--- config.mk ---
export PLATFORM = sky130hd
export DESIGN_NAME = dcc_regs
export DESIGN_NICKNAME = d
export VERILOG_FILES = /design/src/hdl/dcc_pkg.sv /design/src/hdl/dcc_regs.sv /design/src/hdl/dcc_cap_src.sv /design/src/hdl/dcc_err_stat.sv
export SDC_FILE = /design/constraint.sdc
export NUM_CORES = 1
export LEC_CHECK = 0
export ABC_AREA = 1
export BUFFER_PORTS_ARGS = -buffer_cell sky130_fd_sc_hd__buf_2
export CAP_MARGIN = 5
export CELL_PAD_IN_SITES_DETAIL_PLACEMENT = 2
export CELL_PAD_IN_SITES_GLOBAL_PLACEMENT = 2
export CORE_MARGIN = 8
export CORE_UTILIZATION = 25
export CTS_CLUSTER_SIZE = 40
export DETAILED_ROUTE_END_ITERATION = 8
export MAX_ROUTING_LAYER = met4
export PLACE_DENSITY = 0.85
export SYNTH_ARGS = -nofsm -noshare
export SYNTH_HDL_FRONTEND = slang
export SYNTH_SLANG_ARGS = --single-unit
--- constraint.sdc ---
create_clock -name clk -period 2.35 [get_ports clk]
set_clock_uncertainty 0.15 [all_clocks]
set_input_delay 0.1175 -clock clk [delete_from_list [all_inputs] [get_ports clk]]
set_output_delay 0.1175 -clock clk [all_outputs]
set_load 0.03 [all_outputs]
--- src/hdl/dcc_pkg.sv ---
/*
 * Constants for the device capabilities and device control registers.
 * Assumes byte addresses on an 8-bit configuration offset.
 */
package dcc_pkg;

    // ------------------------------------------------------------------
    // access port
    // ------------------------------------------------------------------
    localparam int DCC_ADDR_W = 8;
    localparam logic [7:0] DCC_OFS_DEV_CAP = 8'hc4;
    localparam logic [7:0] DCC_OFS_DEV_CTL = 8'hc8;

    // ------------------------------------------------------------------
    // capabilities word fields
    // ------------------------------------------------------------------
    localparam int DCC_CAP_MPS_LSB = 0;
    localparam int DCC_CAP_PHANTOM_LSB = 3;
    localparam int DCC_CAP_EXT_TAG_BIT = 5;
    localparam int DCC_CAP_L0S_LAT_LSB = 6;
    localparam int DCC_CAP_L1_LAT_LSB = 9;
    localparam int DCC_CAP_ROLE_ERR_BIT = 15;
    localparam int DCC_CAP_SPL_VAL_LSB = 18;
    localparam int DCC_CAP_SPL_SCL_LSB = 26;

    // ------------------------------------------------------------------
    // control and status word fields
    // ------------------------------------------------------------------
    localparam int DCC_CTL_ERR_EN_LSB = 0;
    localparam int DCC_CTL_RELAX_BIT = 4;
    localparam int DCC_CTL_MPS_LSB = 5;
    localparam int DCC_CTL_EXT_TAG_BIT = 8;
    localparam int DCC_CTL_PHANTOM_BIT = 9;
    localparam int DCC_CTL_AUX_PM_BIT = 10;
    localparam int DCC_CTL_NO_SNOOP_BIT = 11;
    localparam int DCC_CTL_MRRS_LSB = 12;
    localparam int DCC_STS_ERR_LSB = 16;
    localparam int DCC_STS_AUX_DET_BIT = 20;

    // ------------------------------------------------------------------
    // reset values
    // ------------------------------------------------------------------
    localparam logic [2:0] DCC_MPS_SUP_STRAP_LO = 3'h1;
    localparam logic [2:0] DCC_MPS_SUP_STRAP_HI = 3'h2;
    localparam logic [1:0] DCC_PHANTOM_SUP_VAL = 2'h0;
    localparam logic [2:0] DCC_LAT_RST = 3'h0;
    localparam logic DCC_ROLE_ERR_RST = 1'b1;
    localparam logic [7:0] DCC_SPL_VAL_RST = 8'h00;
    localparam logic [1:0] DCC_SPL_SCL_RST = 2'h0;
    localparam logic [3:0] DCC_ERR_EN_RST = 4'h0;
    localparam logic [2:0] DCC_MPS_RST = 3'h0;
    localparam logic [2:0] DCC_MRRS_VAL = 3'h0;

endpackage

--- src/hdl/dcc_regs.sv ---
/*
 * Device capabilities and device control/status register pair of one
 * switch port, reached through the port's configuration access port.
 * Assumes one access per request pulse; answer comes one cycle later.
 */
// Behaviour
// supported payload resets to 001b with strap low, 010b with strap high.
// each port advertises up to 512-byte payload in the 3-bit field; a default load can set any 3-bit value, up to 111b.
// supported payload default overridable by strap, SMBus or EEPROM load.
// phantom functions supported field always reads 00b.
// extended tag supported bit always reads zero.
// L0s and L1 acceptable latency fields are read-only, reset 000b.
// role-based error bit resets to one, overridable by default loads.
// upstream slot power value resets 00h, captured from slot power message.
// upstream slot power scale resets 00b, captured from slot power message.
// control bits 0..3 are error reporting enables, reset disabled.
// relaxed ordering enable is read-only zero.
// no-snoop enable is read-only zero.
// programmed max payload is read-write, resets 000b, sets port payload.
// writes above supported payload store the supported value instead.
// extended tag and phantom enables read zero, reset zero.
// aux power enable is sticky read-write, reset zero, permits aux power.
// max read request size is hardwired 000b.
// error detected flags set regardless of reporting enables.
// writes to read-only or reserved bits ignored; reserved reads zero.
// aux power enable survives port reset, clears only on power-on reset.
`timescale 1ns/10ps
module dcc_regs #(
    parameter bit IS_UPSTREAM = 1'b1
) (
    // clock and resets
    input wire logic clk,
    input wire logic reset,
    input wire logic power_on_reset,
    // configuration access
    input wire logic cfg_req,
    input wire logic cfg_we,
    input wire logic [dcc_pkg::DCC_ADDR_W-1:0] cfg_addr,
    input wire logic [3:0] cfg_be,
    input wire logic [31:0] cfg_wdata,
    output logic cfg_ack,
    output logic [31:0] cfg_rdata,
    // strap and default loader
    input wire logic payload_size_strap,
    input wire logic dflt_load,
    input wire logic [2:0] dflt_mps_sup,
    input wire logic dflt_role_err,
    // slot power message
    input wire logic spl_msg_valid,
    input wire logic [7:0] spl_msg_value,
    input wire logic [1:0] spl_msg_scale,
    // errors and power
    input wire logic [3:0] err_event,
    input wire logic aux_power_present,
    output logic [3:0] err_detected,
    output logic [3:0] err_report,
    // controls to the port
    output logic [3:0] err_report_en,
    output logic [2:0] max_payload,
    output logic aux_pm_en
);
    import dcc_pkg::*;

    // ------------------------------------------------------------------
    // state
    // ------------------------------------------------------------------
    typedef struct packed {
        logic ack;
        logic [31:0] rdata;
        logic [3:0] err_en;
        logic [2:0] mps;
        logic aux_pm;
    } dcc_regs_st_t;

    dcc_regs_st_t st_reg;
    dcc_regs_st_t st_next;

    logic [2:0] mps_sup;
    logic role_err;
    logic [7:0] spl_value;
    logic [1:0] spl_scale;
    logic [3:0] clr_mask;
    logic [31:0] cap_word;
    logic [31:0] ctl_word;
    logic ctl_wr;

    function automatic logic dcc_hit(input logic [DCC_ADDR_W-1:0] a,
                                     input logic [7:0] ofs);
        dcc_hit = (a == ofs);
    endfunction

    // ------------------------------------------------------------------
    // sub-blocks
    // ------------------------------------------------------------------
    dcc_cap_src #(
        .IS_UPSTREAM(IS_UPSTREAM)
    ) u_cap (
        .clk(clk),
        .reset(reset),
        .payload_size_strap(payload_size_strap),
        .dflt_load(dflt_load),
        .dflt_mps_sup(dflt_mps_sup),
        .dflt_role_err(dflt_role_err),
        .spl_msg_valid(spl_msg_valid),
        .spl_msg_value(spl_msg_value),
        .spl_msg_scale(spl_msg_scale),
        .mps_sup(mps_sup),
        .role_err(role_err),
        .spl_value(spl_value),
        .spl_scale(spl_scale)
    );

    dcc_err_stat u_err (
        .clk(clk),
        .reset(reset),
        .err_event(err_event),
        .report_en(st_reg.err_en),
        .clr_mask(clr_mask),
        .detected(err_detected),
        .report(err_report)
    );

    // ------------------------------------------------------------------
    // read words
    // ------------------------------------------------------------------
    always_comb begin
        cap_word = '0;
        cap_word[DCC_CAP_MPS_LSB +: 3] = mps_sup;
        cap_word[DCC_CAP_PHANTOM_LSB +: 2] = DCC_PHANTOM_SUP_VAL;
        cap_word[DCC_CAP_EXT_TAG_BIT] = 1'b0;
        cap_word[DCC_CAP_L0S_LAT_LSB +: 3] = DCC_LAT_RST;
        cap_word[DCC_CAP_L1_LAT_LSB +: 3] = DCC_LAT_RST;
        cap_word[DCC_CAP_ROLE_ERR_BIT] = role_err;
        cap_word[DCC_CAP_SPL_VAL_LSB +: 8] = spl_value;
        cap_word[DCC_CAP_SPL_SCL_LSB +: 2] = spl_scale;
    end

    always_comb begin
        ctl_word = '0;
        ctl_word[DCC_CTL_ERR_EN_LSB +: 4] = st_reg.err_en;
        ctl_word[DCC_CTL_RELAX_BIT] = 1'b0;
        ctl_word[DCC_CTL_MPS_LSB +: 3] = st_reg.mps;
        ctl_word[DCC_CTL_EXT_TAG_BIT] = 1'b0;
        ctl_word[DCC_CTL_PHANTOM_BIT] = 1'b0;
        ctl_word[DCC_CTL_AUX_PM_BIT] = st_reg.aux_pm;
        ctl_word[DCC_CTL_NO_SNOOP_BIT] = 1'b0;
        ctl_word[DCC_CTL_MRRS_LSB +: 3] = DCC_MRRS_VAL;
        ctl_word[DCC_STS_ERR_LSB +: 4] = err_detected;
        ctl_word[DCC_STS_AUX_DET_BIT] = aux_power_present;
    end

    assign ctl_wr = cfg_req && cfg_we && dcc_hit(cfg_addr, DCC_OFS_DEV_CTL);
    // write-one-to-clear on the status half
    assign clr_mask = (ctl_wr && cfg_be[2]) ? cfg_wdata[DCC_STS_ERR_LSB +: 4] : 4'h0;

    // ------------------------------------------------------------------
    // next state
    // ------------------------------------------------------------------
    always_comb begin
        st_next = st_reg;
        st_next.ack = cfg_req;
        if (cfg_req && !cfg_we) begin
            if (dcc_hit(cfg_addr, DCC_OFS_DEV_CAP)) begin
                st_next.rdata = cap_word;
            end else if (dcc_hit(cfg_addr, DCC_OFS_DEV_CTL)) begin
                st_next.rdata = ctl_word;
            end else begin
                st_next.rdata = 32'h0000_0000;
            end
        end
        // capabilities word takes no writes at all
        if (ctl_wr && cfg_be[0]) begin
            st_next.err_en = cfg_wdata[DCC_CTL_ERR_EN_LSB +: 4];
            if (cfg_wdata[DCC_CTL_MPS_LSB +: 3] > mps_sup) begin
                st_next.mps = mps_sup;
            end else begin
                st_next.mps = cfg_wdata[DCC_CTL_MPS_LSB +: 3];
            end
        end
        if (ctl_wr && cfg_be[1]) begin
            st_next.aux_pm = cfg_wdata[DCC_CTL_AUX_PM_BIT];
        end
        if (reset || power_on_reset) begin
            st_next.ack = 1'b0;
            st_next.rdata = 32'h0000_0000;
            st_next.err_en = DCC_ERR_EN_RST;
            st_next.mps = DCC_MPS_RST;
            // sticky bit only falls on power-on reset
            st_next.aux_pm = power_on_reset ? 1'b0 : st_reg.aux_pm;
        end
    end

    always_ff @(posedge clk) begin
        st_reg <= st_next;
    end

    assign cfg_ack = st_reg.ack;
    assign cfg_rdata = st_reg.rdata;
    assign err_report_en = st_reg.err_en;
    assign max_payload = st_reg.mps;
    assign aux_pm_en = st_reg.aux_pm;
endmodule

--- src/hdl/dcc_cap_src.sv ---
/*
 * Source of the loadable capability fields: supported payload size,
 * role-based error bit and captured slot power limit.
 * Assumes default loads and slot power messages arrive as one-cycle pulses.
 */
`timescale 1ns/10ps
module dcc_cap_src #(
    parameter bit IS_UPSTREAM = 1'b1
) (
    // clock and reset
    input wire logic clk,
    input wire logic reset,
    // strap and default loader
    input wire logic payload_size_strap,
    input wire logic dflt_load,
    input wire logic [2:0] dflt_mps_sup,
    input wire logic dflt_role_err,
    // slot power message
    input wire logic spl_msg_valid,
    input wire logic [7:0] spl_msg_value,
    input wire logic [1:0] spl_msg_scale,
    // fields
    output logic [2:0] mps_sup,
    output logic role_err,
    output logic [7:0] spl_value,
    output logic [1:0] spl_scale
);
    import dcc_pkg::*;

    typedef struct packed {
        logic [2:0] mps_sup;
        logic role_err;
        logic [7:0] spl_value;
        logic [1:0] spl_scale;
    } dcc_cap_st_t;

    dcc_cap_st_t st_reg;
    dcc_cap_st_t st_next;

    always_comb begin
        st_next = st_reg;
        if (reset) begin
            // strap level taken while reset is held
            st_next.mps_sup = payload_size_strap ? DCC_MPS_SUP_STRAP_HI
                                                 : DCC_MPS_SUP_STRAP_LO;
            st_next.role_err = DCC_ROLE_ERR_RST;
            st_next.spl_value = DCC_SPL_VAL_RST;
            st_next.spl_scale = DCC_SPL_SCL_RST;
        end else begin
            if (dflt_load) begin
                st_next.mps_sup = dflt_mps_sup;
                st_next.role_err = dflt_role_err;
            end
            if (IS_UPSTREAM && spl_msg_valid) begin
                st_next.spl_value = spl_msg_value;
                st_next.spl_scale = spl_msg_scale;
            end
        end
    end

    always_ff @(posedge clk) begin
        st_reg <= st_next;
    end

    assign mps_sup = st_reg.mps_sup;
    assign role_err = st_reg.role_err;
    assign spl_value = st_reg.spl_value;
    assign spl_scale = st_reg.spl_scale;

endmodule

--- src/hdl/dcc_err_stat.sv ---
/*
 * Error detected flags and gated error report pulses.
 * Assumes error events are one-cycle pulses from the port's error logic.
 */
`timescale 1ns/10ps
module dcc_err_stat (
    // clock and reset
    input wire logic clk,
    input wire logic reset,
    // events and controls
    input wire logic [3:0] err_event,
    input wire logic [3:0] report_en,
    input wire logic [3:0] clr_mask,
    // results
    output logic [3:0] detected,
    output logic [3:0] report
);
    typedef struct packed {
        logic [3:0] detected;
        logic [3:0] report;
    } dcc_err_st_t;

    dcc_err_st_t st_reg;
    dcc_err_st_t st_next;

    always_comb begin
        st_next = st_reg;
        if (reset) begin
            st_next = '0;
        end else begin
            // set beats clear in the same cycle
            st_next.detected = (st_reg.detected & ~clr_mask) | err_event;
            st_next.report = err_event & report_en;
        end
    end

    always_ff @(posedge clk) begin
        st_reg <= st_next;
    end

    assign detected = st_reg.detected;
    assign report = st_reg.report;

endmodule

==> impl_metrics.prom, run 1 <==
# TYPE chip_impl_metric gauge
chip_impl_metric{name="syn-mean-instance-area",unit="um^2"} 7.44
chip_impl_info{name="setup.worst_path.class",value="input port to flip-flop"} 1
chip_impl_metric{name="setup_viol",unit=""} 0
chip_impl_metric{name="ys_warn_count",unit=""} 0
chip_impl_info{name="setup.worst_path.start",value="dflt_role_err"} 1
chip_impl_metric{name="vdd_ir_drop_max",unit="mV"} 0.264
chip_impl_metric{name="clkSlewWorstSetupHoldPaths",unit="ns"} 0.11
chip_impl_metric{name="die-area",unit="um^2"} 12600
chip_impl_metric{name="synthAdderAreaFrac",unit="%"} 1.62
chip_impl_metric{name="maximum_number_of_pins_on_one_net_before_global_route_repair",unit=""} 24
chip_impl_metric{name="clock_latency_at_the_later_pin_of_the_worst_skew_pair",unit="ns"} 0.30
chip_impl_metric{name="clock_tree.htree_level_count",unit=""} 2
chip_impl_metric{name="synthDistinctLibCells",unit=""} 26
chip_impl_info{name="clk_root_buffer_cell",value="sky130_fd_sc_hd__clkbuf_8"} 1
chip_impl_metric{name="synth_area",unit="um^2"} 2320
chip_impl_info{name="hold_class",value="input port to flip-flop"} 1
chip_impl_info{name="rsz0062_at_grt",value="no"} 1
chip_impl_metric{name="timing.reg2reg.setup_slack",unit="ns"} 0.62
chip_impl_metric{name="port_buffers",unit=""} 87
chip_impl_metric{name="critPathRequiredTime",unit="ns"} 2.40
chip_impl_metric{name="worst_ep_arrival_time",unit="ns"} 2.01
chip_impl_metric{name="ff_latch_area",unit="um^2"} 1080
chip_impl_info{name="ys_top_cells_by_area",value="sky130_fd_sc_hd__dfxtp_1 (41%), sky130_fd_sc_hd__nor2_1 (9.2%), sky130_fd_sc_hd__nand2_1 (9.1%), sky130_fd_sc_hd__edfxtp_1 (5.2%), sky130_fd_sc_hd__inv_1 (5.2%)"} 1
chip_impl_metric{name="floorplan.initialDensity",unit="%"} 25.5
chip_impl_metric{name="first_global_vias",unit=""} 2776
chip_impl_metric{name="rows",unit=""} 35
chip_impl_metric{name="detail_routed_net_length_per_standard_cell",unit="um"} 16.9
chip_impl_metric{name="grt_pass1_wl",unit="um"} 14700
chip_impl_metric{name="synth_compound_area_share",unit="%"} 9.11
chip_impl_info{name="crit_chain",value="dlygate4sd3_1 -> buf_2 -> nand2_1 -> dlygate4sd3_1 -> nand3_1 -> dlygate4sd3_1"} 1
chip_impl_info{name="critical_path.reg2reg.endpoint",value="max_payload[1]$_SDFFE_PP0P_"} 1
chip_impl_metric{name="dr_total_vias",unit=""} 2443
chip_impl_metric{name="postCtsSetupRepairBufs",unit=""} 0
chip_impl_metric{name="timing_max_transition_violations_final",unit=""} 0
chip_impl_metric{name="place.detailed.hpwl",unit="um"} 6450
chip_impl_metric{name="pwr_density_cell",unit="nW/um^2"} 579
chip_impl_metric{name="timing.reg2reg.worst_path_depth",unit=""} 9
chip_impl_metric{name="grt_antenna_before_repair",unit=""} 0
chip_impl_info{name="run_status",value="completed"} 1
chip_impl_info{name="synth_top_family_by_area",value="simple AND/OR/NAND/NOR gates"} 1
chip_impl_info{name="post_synth_most_frequent_cells",value="sky130_fd_sc_hd__nor2_1 (57), sky130_fd_sc_hd__nand2_1 (56), sky130_fd_sc_hd__dfxtp_1 (48), sky130_fd_sc_hd__inv_1 (32)"} 1
chip_impl_metric{name="tightest_slew",unit="ns"} 0.592
chip_impl_metric{name="synth_mux_area_share",unit="%"} 0
chip_impl_metric{name="multi_input_combinational_cell_area",unit="um^2"} 1000
chip_impl_metric{name="final.period_utilization",unit="%"} 83.2
chip_impl_info{name="tritoncts",value="built"} 1
chip_impl_metric{name="final_hold_viol_count",unit=""} 0
chip_impl_info{name="path_common_cell",value="sky130_fd_sc_hd__dlygate4sd3_1"} 1
chip_impl_info{name="timing.critical_path.to_type",value="flip-flop"} 1
chip_impl_metric{name="grt_use_total",unit="%"} 14.9
chip_impl_info{name="post-synth-top-count-cell",value="sky130_fd_sc_hd__nor2_1"} 1
chip_impl_metric{name="ctsLongestPathBuffers",unit=""} 2
chip_impl_metric{name="dp_worst_setup_slack",unit="ns"} 0.649
chip_impl_metric{name="floorplan.die.width",unit="um"} 112
chip_impl_metric{name="drt_first_iter_violations",unit=""} 96
chip_impl_metric{name="postRouteAntennaNets",unit=""} 0
chip_impl_metric{name="worst_hold_path.num_cells",unit=""} 5
chip_impl_info{name="worstSetupEndpoint",value="u_cap.role_err$_SDFFE_PP1P_"} 1
chip_impl_metric{name="netlist_instances",unit=""} 312
chip_impl_metric{name="synth_sequential_area_ratio",unit="%"} 46.6
chip_impl_metric{name="cts_made_buffers",unit=""} 5
chip_impl_metric{name="leakagePower",unit="nW"} 1.56
chip_impl_metric{name="global_route.overflow_total",unit=""} 0
chip_impl_metric{name="finalSetupTns",unit="ns"} 0
chip_impl_metric{name="core-area",unit="um^2"} 9110
chip_impl_metric{name="timing.slew.headroom",unit="%"} 60.4
chip_impl_metric{name="clock_sink_count",unit=""} 52
chip_impl_metric{name="number_of_flops_mapped_to_enable_cells_by_yosys",unit=""} 4
chip_impl_info{name="synth_area_leader_cell",value="sky130_fd_sc_hd__dfxtp_1"} 1
chip_impl_metric{name="chipHeight",unit="um"} 112
chip_impl_info{name="start_kind",value="input port"} 1
chip_impl_metric{name="synth-simple-area-share",unit="%"} 30.8
chip_impl_metric{name="layout_setup_ws",unit="ns"} 0.395
chip_impl_metric{name="synth_register_bits",unit=""} 52
chip_impl_info{name="rr_startpoint",value="u_cap.mps_sup[2]$_SDFFCE_PP0P_"} 1
chip_impl_metric{name="synth_top_area_share",unit="%"} 41.4
chip_impl_metric{name="shortest_period_the_worst_path_allows",unit="ns"} 1.96
chip_impl_metric{name="first_pass_iters",unit=""} 4
chip_impl_metric{name="maxClockFrequency",unit="MHz"} 511
chip_impl_metric{name="max-cap-violations",unit=""} 0
chip_impl_metric{name="synth-xor-area-share",unit="%"} 0
chip_impl_metric{name="timing.critical_path.slowest_cell_delay",unit="ns"} 0.59
chip_impl_metric{name="async_reset_ff_share",unit="%"} 0
chip_impl_metric{name="nFillCells",unit=""} 1097
chip_impl_info{name="synth_top_flop_cell",value="sky130_fd_sc_hd__dfxtp_1"} 1
chip_impl_metric{name="count_of_inserted_antenna_diode_cells",unit=""} 0
chip_impl_metric{name="route.final.wire_length",unit="um"} 9110
chip_impl_metric{name="areaGrowthSynthToFinish",unit="%"} 40.0
chip_impl_metric{name="top_level_ports",unit=""} 120
chip_impl_metric{name="fin_nets",unit=""} 502
chip_impl_metric{name="cp_max_fo",unit=""} 1
chip_impl_metric{name="detail_route.vias_per_cell",unit=""} 4.52
chip_impl_metric{name="drive_gt1_share",unit="%"} 25.9
chip_impl_metric{name="detail_route.drc_violations",unit=""} 0
chip_impl_metric{name="finalWeightedCongestion",unit=""} 0.702
chip_impl_info{name="timing.critical_path.slowest_stage_cell",value="sky130_fd_sc_hd__dlygate4sd3_1"} 1
per-layer routing:
layer / part of all wire (%) / global-route usage (%) / wire, um / vias up
li1: - / - / - / 1203
met1: 44 / 17.4 / 4050 / 1164
met2: 50 / 25.7 / 4510 / 70
met3: 5.0 / 3.06 / 455 / 6
met4: 1.0 / 3.87 / 93 / 0
met5: 0 / - / 0 / -
kinds of logic after synthesis:
| logic type | count (synthesis) |
|---|---|
| buf+inv | 58 |
| flops | 52 |
| compound gates | 40 |
| other cells | 1 |
| fa+ha+maj | 3 |
| simple gates | 158 |
state kept, by name (all words and copies together), names as in the netlist:
register	count
u_cap.spl_value	8
u_cap.role_err	1
u_err.detected	4
u_cap.spl_scale	2
aux_pm_en	1
cfg_ack	1
u_err.report	4
u_cap.mps_sup	3
err_report_en	4
max_payload	3
cfg_rdata	21
stage by stage:
stage / instances / instance area (um^2) / hold WS [ns] / power [mW] / util [%]
after floorplan: 322 / 2360 / 0.0896 / 1.11 / -
after global placement: 500 / 2810 / 0.191 / 1.18 / 30.9
after detailed placement: 500 / 2810 / 0.190 / 1.19 / 30.9
after CTS: 540 / 3250 / 0.00414 / 1.89 / 35.7
after global routing: 540 / 3250 / 0.00146 / 1.98 / 35.7
final: 540 / 3250 / 0.00518 / 1.88 / 35.7
critical path, delay by kind of cell:
| kind | cells | cell delay, ns |
|---|---|---|
| AND/OR/NAND/NOR | 2 | 0.12 |
| buffers and inverters | 4 | 1.77 |
cells in the final DEF (no fill, tap or decap), types with 4 or more instances in the layout:
cell	synthesis	final
sky130_fd_sc_hd__nand4_1	12	12
sky130_fd_sc_hd__nand3_1	20	20
sky130_fd_sc_hd__inv_1	32	32
sky130_fd_sc_hd__a21oi_1	20	20
sky130_fd_sc_hd__nand2_1	56	56
sky130_fd_sc_hd__conb_1	1	11
sky130_fd_sc_hd__o21ai_0	16	16
sky130_fd_sc_hd__edfxtp_1	4	4
sky130_fd_sc_hd__nor2_1	57	57
sky130_fd_sc_hd__dfxtp_1	48	48
sky130_fd_sc_hd__dlygate4sd3_1	0	32
sky130_fd_sc_hd__buf_2	3	87
sky130_fd_sc_hd__clkbuf_8	0	6
worst min-delay path by stage:
| stage | startpoint | end | slack, ns |
|---|---|---|---|
| 5_1_grt | reset | u_err.report[3]$_SDFF_PP0_ | 0.001 |
| 4_1_cts | cfg_wdata[5] | max_payload[0]$_SDFFE_PP0P_ | 0.004 |
| 2_1_floorplan | dflt_role_err | u_cap.role_err$_SDFFE_PP1P_ | 0.09 |
| 6_report | cfg_wdata[5] | max_payload[0]$_SDFFE_PP0P_ | 0.005 |
| 3_3_place_gp | dflt_role_err | u_cap.role_err$_SDFFE_PP1P_ | 0.19 |
| 3_5_place_dp | dflt_role_err | u_cap.role_err$_SDFFE_PP1P_ | 0.19 |
cell type report:
class	instances	area share [%]
Tap cell	111	4.27
Multi-Input combinational cell	212	30.9
Sequential cell	52	33.2
Clock buffer	6	2.54
Clock inverter	2	1.19
Timing Repair Buffer	121	23.7
Inverter	36	4.16
timing repair:
item	4_1_cts	5_1_grt
hold endpoints to repair	33	0
resized for setup	0	0
hold buffers	32	0
power by group:
group | internal (mW) | total, mW | switching (mW) | leakage [nW]
logic | 0.108 | 0.282 | 0.174 | 1.07
clock network | 0.349 | 0.662 | 0.313 | 0.0614
registers | 0.921 | 0.940 | 0.0191 | 0.433
total | 1.38 | 1.88 | 0.506 | 1.56
(Power assumes the default switching activity.)
==> inputs of run 2 (changes only) <==
ABC_AREA = 0   (was 1)
CORE_UTILIZATION = 24   (was 25)
PLACE_DENSITY = 0.79   (was 0.85)
clock period = 1.8 ns   (was 2.35 ns; I/O delays follow)
==> run 2 against run 1 <==
Against the previous run:
- the flow now finishes with violations (negative setup slack)
- final area is 0.19% lower
- via count is 15% lower
- synthesized area is 6.3% lower
- global-route usage is 2.1 points lower
- die area is 2.1% lower
- critical path type is now flip-flop to flip-flop
- combinational power is 43% higher
- routed wire length is 11% lower
- clock power is 20% higher
- core utilization is 1.3 points higher
- worst hold slack better by 0.016 ns
- sequential share of layout area is 0.064 points higher
==> impl_metrics.prom, run 2 <==
# TYPE chip_impl_metric gauge
chip_impl_metric{name="timing_max_transition_violations_final",unit=""} 0
chip_impl_metric{name="final_area",unit="um^2"} 3250
chip_impl_info{name="mostFrequentLayoutCell",value="sky130_fd_sc_hd__buf_2"} 1
chip_impl_metric{name="ctsLongestPathBuffers",unit=""} 2
chip_impl_metric{name="finalWeightedCongestion",unit=""} 0.713
chip_impl_metric{name="global_route.overflow_total",unit=""} 0
chip_impl_metric{name="first_global_vias",unit=""} 2384
chip_impl_metric{name="core-area",unit="um^2"} 8760
chip_impl_metric{name="areaGrowthSynthToFinish",unit="%"} 49.2
chip_impl_metric{name="cp_max_fo",unit=""} 3
chip_impl_metric{name="largest_register_ffs",unit=""} 21
chip_impl_metric{name="layout.core_utilization",unit="%"} 37.0
chip_impl_metric{name="vdd_ir_drop_max",unit="mV"} 0.258
chip_impl_metric{name="maxClockFrequency",unit="MHz"} 527
chip_impl_metric{name="timing.slew.headroom",unit="%"} 57.7
chip_impl_metric{name="timing.reg2reg.setup_slack",unit="ns"} -0.1
chip_impl_metric{name="pwr_density_cell",unit="nW/um^2"} 745
chip_impl_metric{name="first_pass_iters",unit=""} 4
chip_impl_metric{name="place.detailed.hpwl",unit="um"} 6010
chip_impl_metric{name="leakagePower",unit="nW"} 1.47
chip_impl_info{name="violations",value="negative setup slack"} 1
chip_impl_metric{name="worst_hold_path.num_cells",unit=""} 2
chip_impl_metric{name="maximum_number_of_pins_on_one_net_before_global_route_repair",unit=""} 22
chip_impl_metric{name="tightest_slew",unit="ns"} 0.634
chip_impl_metric{name="shortest_period_the_worst_path_allows",unit="ns"} 1.90
chip_impl_metric{name="layout_setup_ws",unit="ns"} -0.0969
chip_impl_metric{name="synth_register_bits",unit=""} 52
chip_impl_metric{name="grt_use_total",unit="%"} 12.8
chip_impl_metric{name="worst_ep_arrival_time",unit="ns"} 1.94
chip_impl_metric{name="number_of_flops_mapped_to_enable_cells_by_yosys",unit=""} 4
chip_impl_metric{name="fin_nets",unit=""} 429
chip_impl_info{name="post_synth_most_frequent_cells",value="sky130_fd_sc_hd__dfxtp_1 (48), sky130_fd_sc_hd__nor2_1 (29), sky130_fd_sc_hd__nand2_1 (20), sky130_fd_sc_hd__mux2i_1 (18), sky130_fd_sc_hd__a22oi_1 (13)"} 1
chip_impl_metric{name="final_hold_viol_count",unit=""} 0
chip_impl_info{name="clk_root_buffer_cell",value="sky130_fd_sc_hd__clkbuf_8"} 1
chip_impl_info{name="start_kind",value="flip-flop"} 1
chip_impl_metric{name="chipHeight",unit="um"} 111
chip_impl_metric{name="report.power.total",unit="mW"} 2.42
chip_impl_metric{name="timing.reg2reg.worst_path_depth",unit=""} 8
chip_impl_metric{name="detail_route.vias_per_cell",unit=""} 4.50
chip_impl_info{name="most-common-layout-cells",value="sky130_fd_sc_hd__buf_2 (87), sky130_fd_sc_hd__dfxtp_1 (48), sky130_fd_sc_hd__dlygate4sd3_1 (33)"} 1
chip_impl_info{name="hold_class",value="input port to flip-flop"} 1
chip_impl_metric{name="synth_top_area_share",unit="%"} 44.2
chip_impl_info{name="critical_path.reg2reg.endpoint",value="max_payload[2]$_SDFFE_PP0P_"} 1
chip_impl_metric{name="detail_routed_net_length_per_standard_cell",unit="um"} 17.4
chip_impl_metric{name="die-area",unit="um^2"} 12400
chip_impl_info{name="ys_top_cells_by_area",value="sky130_fd_sc_hd__dfxtp_1 (44%), sky130_fd_sc_hd__mux2i_1 (8.3%), sky130_fd_sc_hd__edfxtp_1 (5.5%), sky130_fd_sc_hd__nor2_1 (5.0%), sky130_fd_sc_hd__a22oi_1 (4.5%)"} 1
chip_impl_metric{name="floorplan.initialDensity",unit="%"} 24.8
chip_impl_metric{name="drive_gt1_share",unit="%"} 36.0
chip_impl_info{name="synth_area_leader_cell",value="sky130_fd_sc_hd__dfxtp_1"} 1
chip_impl_info{name="post-synth-top-count-cell",value="sky130_fd_sc_hd__dfxtp_1"} 1
chip_impl_info{name="tritoncts",value="built"} 1
chip_impl_metric{name="synth_sequential_area_ratio",unit="%"} 49.7
chip_impl_metric{name="max-cap-violations",unit=""} 0
chip_impl_metric{name="finalSetupTns",unit="ns"} -0.212
chip_impl_metric{name="synthDistinctLibCells",unit=""} 33
chip_impl_metric{name="detail_route.drc_violations",unit=""} 0
chip_impl_metric{name="detailed_place.area",unit="um^2"} 2730
chip_impl_metric{name="route.final.wire_length",unit="um"} 8070
chip_impl_metric{name="clock_tree.htree_level_count",unit=""} 2
chip_impl_metric{name="dr_total_vias",unit=""} 2087
chip_impl_metric{name="clkSlewWorstSetupHoldPaths",unit="ns"} 0.10
chip_impl_metric{name="clock_sink_count",unit=""} 52
chip_impl_metric{name="ys_warn_count",unit=""} 0
chip_impl_metric{name="final.period_utilization",unit="%"} 105
chip_impl_metric{name="floorplan.die.width",unit="um"} 111
chip_impl_info{name="hold_end",value="aux_pm_en$_SDFFCE_PP0P_"} 1
chip_impl_metric{name="rows",unit=""} 34
chip_impl_metric{name="async_reset_ff_share",unit="%"} 0
chip_impl_metric{name="setup_viol",unit=""} 3
chip_impl_metric{name="count_of_inserted_antenna_diode_cells",unit=""} 0
chip_impl_metric{name="grt_pass1_wl",unit="um"} 12700
chip_impl_metric{name="postRouteAntennaNets",unit=""} 0
chip_impl_info{name="run_status",value="complete, but fails checks"} 1
chip_impl_metric{name="nFillCells",unit=""} 969
chip_impl_metric{name="drt_first_iter_violations",unit=""} 36
chip_impl_metric{name="top_level_ports",unit=""} 120
chip_impl_metric{name="synth_area",unit="um^2"} 2180
chip_impl_metric{name="port_buffers",unit=""} 87
chip_impl_info{name="rr_startpoint",value="u_cap.mps_sup[1]$_DFFE_PP_"} 1
chip_impl_metric{name="grt_antenna_before_repair",unit=""} 0
chip_impl_metric{name="syn-mean-instance-area",unit="um^2"} 9.59
chip_impl_metric{name="cts_made_buffers",unit=""} 5
chip_impl_info{name="setup.worst_path.class",value="flip-flop to flip-flop"} 1
chip_impl_info{name="timing.critical_path.to_type",value="flip-flop"} 1
chip_impl_metric{name="critPathRequiredTime",unit="ns"} 1.84
chip_impl_info{name="hp-start",value="cfg_be[1]"} 1
chip_impl_metric{name="dp_worst_setup_slack",unit="ns"} -0.0671
chip_impl_info{name="rsz0062_at_grt",value="yes"} 1
chip_impl_metric{name="clock_latency_at_the_later_pin_of_the_worst_skew_pair",unit="ns"} 0.30
chip_impl_info{name="synth_top_flop_cell",value="sky130_fd_sc_hd__dfxtp_1"} 1
chip_impl_metric{name="netlist_instances",unit=""} 227
## run 2: cell count changes in the layout (fill, tap and decap cells not counted), sizes merged, moves of 4 or more
cell | previous run | this run
a21boi | 0 | 4
a22oi | 0 | 13
and3 | 0 | 8
buf | 89 | 100
inv | 35 | 5
mux2i | 0 | 18
nand2 | 59 | 20
nand3 | 20 | 1
nand4 | 12 | 0
nor2 | 63 | 29
nor2b | 0 | 5
o21a | 0 | 4
o21ai | 16 | 7
## run 2: layer usage
metal | vias up | wire, um | global-route usage [%]
met3 | 4 | 419 | 3.19
li1 | 1009 | - | -
met4 | 0 | 61 | 3.20
met1 | 1010 | 3630 | 14.9
met2 | 64 | 3960 | 21.5
met5 | - | 0 | -
## run 2: worst max-delay path, cell delays in order, from the launching register on
cell,delay [ns]
sky130_fd_sc_hd__edfxtp_1,0.41
sky130_fd_sc_hd__inv_2,0.06
sky130_fd_sc_hd__ha_4,0.26
sky130_fd_sc_hd__nor2b_4,0.13
sky130_fd_sc_hd__o21ai_2,0.06
sky130_fd_sc_hd__a32oi_1,0.18
sky130_fd_sc_hd__buf_4,0.19
sky130_fd_sc_hd__mux2i_4,0.26
sky130_fd_sc_hd__a21oi_2,0.08
## run 2: final cells by class
cell class	instances	area, um^2	area share [%]
sequential	52	1080	33.3
multi-input combinational	158	1020	31.4
timing repair buffer	133	876	27.0
tap	108	135	4.16
clock buffer	7	108	3.32
inverter	5	18.8	0.578
clock inverter	1	8.76	0.270
## run 2: worst max-delay path by stage
stage / slack, ns / cells after the start / to / from
3_5_place_dp: -0.07 / 8 / max_payload[2]$_SDFFE_PP0P_ / u_cap.mps_sup[1]$_DFFE_PP_
3_3_place_gp: -0.02 / 7 / err_report_en[2]$_SDFFE_PP0P_ / cfg_addr[1]
4_1_cts: -0.04 / 8 / max_payload[2]$_SDFFE_PP0P_ / u_cap.mps_sup[1]$_DFFE_PP_
6_report: -0.1 / 8 / max_payload[2]$_SDFFE_PP0P_ / u_cap.mps_sup[1]$_DFFE_PP_
5_1_grt: -0.16 / 8 / max_payload[2]$_SDFFE_PP0P_ / u_cap.mps_sup[1]$_DFFE_PP_
2_1_floorplan: 0.10 / 7 / max_payload[0]$_SDFFE_PP0P_ / u_cap.mps_sup[1]$_DFFE_PP_
## run 2: logic make-up (layout without fill, tap and decap cells)
kind of cell               Yosys count  in the layout  share of synthesized area, %
muxes                               18             18                          8.28
DFF                                 52             52                          49.7
other                                1             11                         0.172
adders and majority gates            3              3                          1.73
AOI/OAI and AO/OA                   47             47                          15.5
buffers and inverters               27            146                          7.07
and+or+nand+nor                     79             79                          17.5
## run 2: stage by stage
| stage | hold slack (ns) | std cells |
|---|---|---|
| after floorplan | 0.0617 | 237 |
| after global placement | 0.157 | 419 |
| after detailed placement | 0.180 | 419 |
| after CTS | 0.00595 | 461 |
| after global routing | 0.0188 | 464 |
| final | 0.0213 | 464 |
## run 2: repair_timing
item / 4_1_cts / 5_1_grt
pin swaps: 4 / 3
endpoints found under the setup margin: 3 / 3
endpoints found under the hold margin: 32 / 0
setup buffers: 1 / 3
hold buffers: 33 / 0
resized for setup: 4 / 4
## run 2: power breakdown
part | total, mW | internal, mW | switching [mW]
registers | 1.22 | 1.20 | 0.0217
clock network | 0.795 | 0.400 | 0.395
logic | 0.403 | 0.192 | 0.211
==> inputs of run 3 (changes only) <==
CORE_UTILIZATION = 26   (was 24)
PLACE_DENSITY = 0.85   (was 0.79)
clock period = 2.4 ns   (was 1.8 ns; I/O delays follow)
==> run 3 against run 2 <==
Against the previous run:
- the flow now finishes without violations
- cell count shrank 4.3%
- sequential share of layout area is 2.4 points higher
- count of clock-buffer cells in the layout is 1 lower
- worst hold slack worse by 0.0018 ns
- critical path depth unchanged
- via count down 1.3%
==> impl_metrics.prom, run 3 (synthesis gave the netlist of run 2 again) <==
# TYPE chip_impl_metric gauge
chip_impl_metric{name="worst_ep_arrival_time",unit="ns"} 2.17
chip_impl_metric{name="global_route.overflow_total",unit=""} 0
chip_impl_metric{name="first_pass_iters",unit=""} 4
chip_impl_metric{name="timing.reg2reg.worst_path_depth",unit=""} 7
chip_impl_metric{name="clkSlewWorstSetupHoldPaths",unit="ns"} 0.10
chip_impl_info{name="rsz0062_at_grt",value="no"} 1
chip_impl_metric{name="nFillCells",unit=""} 962
chip_impl_metric{name="leakagePower",unit="nW"} 1.37
chip_impl_metric{name="final.period_utilization",unit="%"} 88.7
chip_impl_metric{name="post_cts.resized_instances",unit=""} 0
chip_impl_metric{name="postRouteAntennaNets",unit=""} 0
chip_impl_metric{name="grt_pass1_wl",unit="um"} 13100
chip_impl_metric{name="grt_antenna_before_repair",unit=""} 1
chip_impl_metric{name="layout.core_utilization",unit="%"} 37.1
chip_impl_metric{name="clock_tree.htree_level_count",unit=""} 2
chip_impl_metric{name="critPathRequiredTime",unit="ns"} 2.44
chip_impl_metric{name="detail_route.drc_violations",unit=""} 0
chip_impl_metric{name="first_global_vias",unit=""} 2419
chip_impl_metric{name="cp_max_fo",unit=""} 3
chip_impl_info{name="most-common-layout-cells",value="sky130_fd_sc_hd__buf_2 (87), sky130_fd_sc_hd__dfxtp_1 (48), sky130_fd_sc_hd__nor2_1 (29)"} 1
chip_impl_metric{name="fin_nets",unit=""} 411
chip_impl_metric{name="route.final.wire_length",unit="um"} 8440
chip_impl_metric{name="timing.reg2reg.setup_slack",unit="ns"} 0.32
chip_impl_metric{name="clock_latency_at_the_later_pin_of_the_worst_skew_pair",unit="ns"} 0.30
chip_impl_metric{name="die-area",unit="um^2"} 11600
chip_impl_info{name="start_kind",value="input port"} 1
chip_impl_metric{name="tightest_slew",unit="ns"} 0.721
chip_impl_metric{name="floorplan.die.width",unit="um"} 107
chip_impl_info{name="setup.worst_path.class",value="input port to flip-flop"} 1
chip_impl_metric{name="dr_total_vias",unit=""} 2059
chip_impl_metric{name="setup_viol",unit=""} 0
chip_impl_metric{name="vdd_ir_drop_max",unit="mV"} 0.246
chip_impl_info{name="critical_path.reg2reg.endpoint",value="max_payload[2]$_SDFFE_PP0P_"} 1
chip_impl_info{name="tritoncts",value="built"} 1
chip_impl_metric{name="place.detailed.hpwl",unit="um"} 5990
chip_impl_metric{name="ctsLongestPathBuffers",unit=""} 2
chip_impl_metric{name="port_buffers",unit=""} 87
chip_impl_metric{name="core-area",unit="um^2"} 8180
chip_impl_metric{name="largest_register_ffs",unit=""} 21
chip_impl_metric{name="finalWeightedCongestion",unit=""} 0.749
chip_impl_metric{name="rows",unit=""} 33
chip_impl_info{name="clk_root_buffer_cell",value="sky130_fd_sc_hd__clkbuf_8"} 1
chip_impl_metric{name="detail_route.vias_per_cell",unit=""} 4.64
chip_impl_metric{name="cts_made_buffers",unit=""} 5
chip_impl_metric{name="top_level_ports",unit=""} 120
chip_impl_metric{name="timing.slew.headroom",unit="%"} 51.9
chip_impl_metric{name="finalSetupTns",unit="ns"} 0
chip_impl_metric{name="postCtsSetupRepairBufs",unit=""} 0
chip_impl_info{name="mostFrequentLayoutCell",value="sky130_fd_sc_hd__buf_2"} 1
chip_impl_metric{name="max-cap-violations",unit=""} 0
chip_impl_info{name="setup.worst_path.start",value="cfg_wdata[6]"} 1
chip_impl_metric{name="areaGrowthSynthToFinish",unit="%"} 39.3
chip_impl_metric{name="chipHeight",unit="um"} 107
chip_impl_info{name="worstSetupEndpoint",value="max_payload[2]$_SDFFE_PP0P_"} 1
chip_impl_metric{name="grt_use_total",unit="%"} 14.9
chip_impl_info{name="rr_startpoint",value="u_cap.mps_sup[1]$_DFFE_PP_"} 1
chip_impl_metric{name="drt_first_iter_violations",unit=""} 60
chip_impl_metric{name="final_hold_viol_count",unit=""} 0
chip_impl_metric{name="clock_sink_count",unit=""} 52
chip_impl_metric{name="pwr_density_cell",unit="nW/um^2"} 570
chip_impl_metric{name="shortest_period_the_worst_path_allows",unit="ns"} 2.13
chip_impl_info{name="hold_class",value="input port to flip-flop"} 1
chip_impl_metric{name="maximum_number_of_pins_on_one_net_before_global_route_repair",unit=""} 18
chip_impl_metric{name="drive_gt1_share",unit="%"} 32.5
chip_impl_metric{name="cts-hold-fix-buffers",unit=""} 27
chip_impl_metric{name="timing_max_transition_violations_final",unit=""} 0
chip_impl_info{name="timing.critical_path.to_type",value="flip-flop"} 1
chip_impl_metric{name="detail_routed_net_length_per_standard_cell",unit="um"} 19.0
chip_impl_metric{name="maxClockFrequency",unit="MHz"} 470
chip_impl_info{name="run_status",value="completed"} 1
chip_impl_metric{name="floorplan.initialDensity",unit="%"} 26.6
==> run 3: worst min path at each step <==
| stage | from | end | depth (start not counted) |
|---|---|---|---|
| 2_1_floorplan | cfg_req | cfg_ack$_SDFF_PP0_ | 1 |
| 3_3_place_gp | dflt_role_err | u_cap.role_err$_SDFFE_PP1P_ | 3 |
| 3_5_place_dp | dflt_role_err | u_cap.role_err$_SDFFE_PP1P_ | 3 |
| 4_1_cts | cfg_wdata[19] | u_err.detected[3]$_SDFF_PP0_ | 3 |
| 5_1_grt | cfg_wdata[16] | u_err.detected[0]$_SDFF_PP0_ | 3 |
| 6_report | cfg_wdata[19] | u_err.detected[3]$_SDFF_PP0_ | 3 |
==> run 3: report_power, final <==
| part | switching (mW) | internal [mW] | leakage, nW | total (mW) |
|---|---|---|---|---|
| clock network | 0.290 | 0.268 | 0.0567 | 0.559 |
| registers | 0.0169 | 0.898 | 0.432 | 0.915 |
| logic | 0.147 | 0.108 | 0.883 | 0.255 |
| total | 0.454 | 1.27 | 1.37 | 1.73 |
==> run 3: metal layers <==
layer / track usage, % / share of wire (%)
met1: 14.7 / 39
met2: 28.2 / 54
met3: 2.99 / 5.0
met4: 5.25 / 2.7
met5: - / 0
==> run 3: through the flow <==
step	area (um^2)	instances	hold slack [ns]	power (mW)	worst slack, ns
final	3030	444	0.0195	1.73	0.271
after global routing	3030	444	0.0138	1.82	0.121
after CTS	3030	443	0.00459	1.75	0.418
after detailed placement	2650	408	0.195	1.15	0.371
after global placement	2650	408	0.186	1.14	0.459
after floorplan	2210	237	0.0917	1.07	0.704
==> run 3: critical path: stages <==
cell                            delay, ns
sky130_fd_sc_hd__dlygate4sd3_1       0.54
sky130_fd_sc_hd__buf_2               0.14
sky130_fd_sc_hd__ha_1                0.30
sky130_fd_sc_hd__nor2b_1             0.13
sky130_fd_sc_hd__o21ai_0             0.10
sky130_fd_sc_hd__a32oi_1             0.43
sky130_fd_sc_hd__mux2i_1             0.31
sky130_fd_sc_hd__a21oi_1             0.10
==> run 3: cell type report <==
| type | instances | area (um^2) | share of cell area [%] |
|---|---|---|---|
| tap | 105 | 131 | 4.34 |
| antenna | 1 | 2.50 | 0.0826 |
| multi-input combinational | 158 | 978 | 32.3 |
| sequential | 52 | 1080 | 35.7 |
| timing repair buffer | 115 | 713 | 23.5 |
| clock inverter | 2 | 11.3 | 0.372 |
| inverter | 5 | 18.8 | 0.619 |
| clock buffer | 6 | 93.8 | 3.10 |
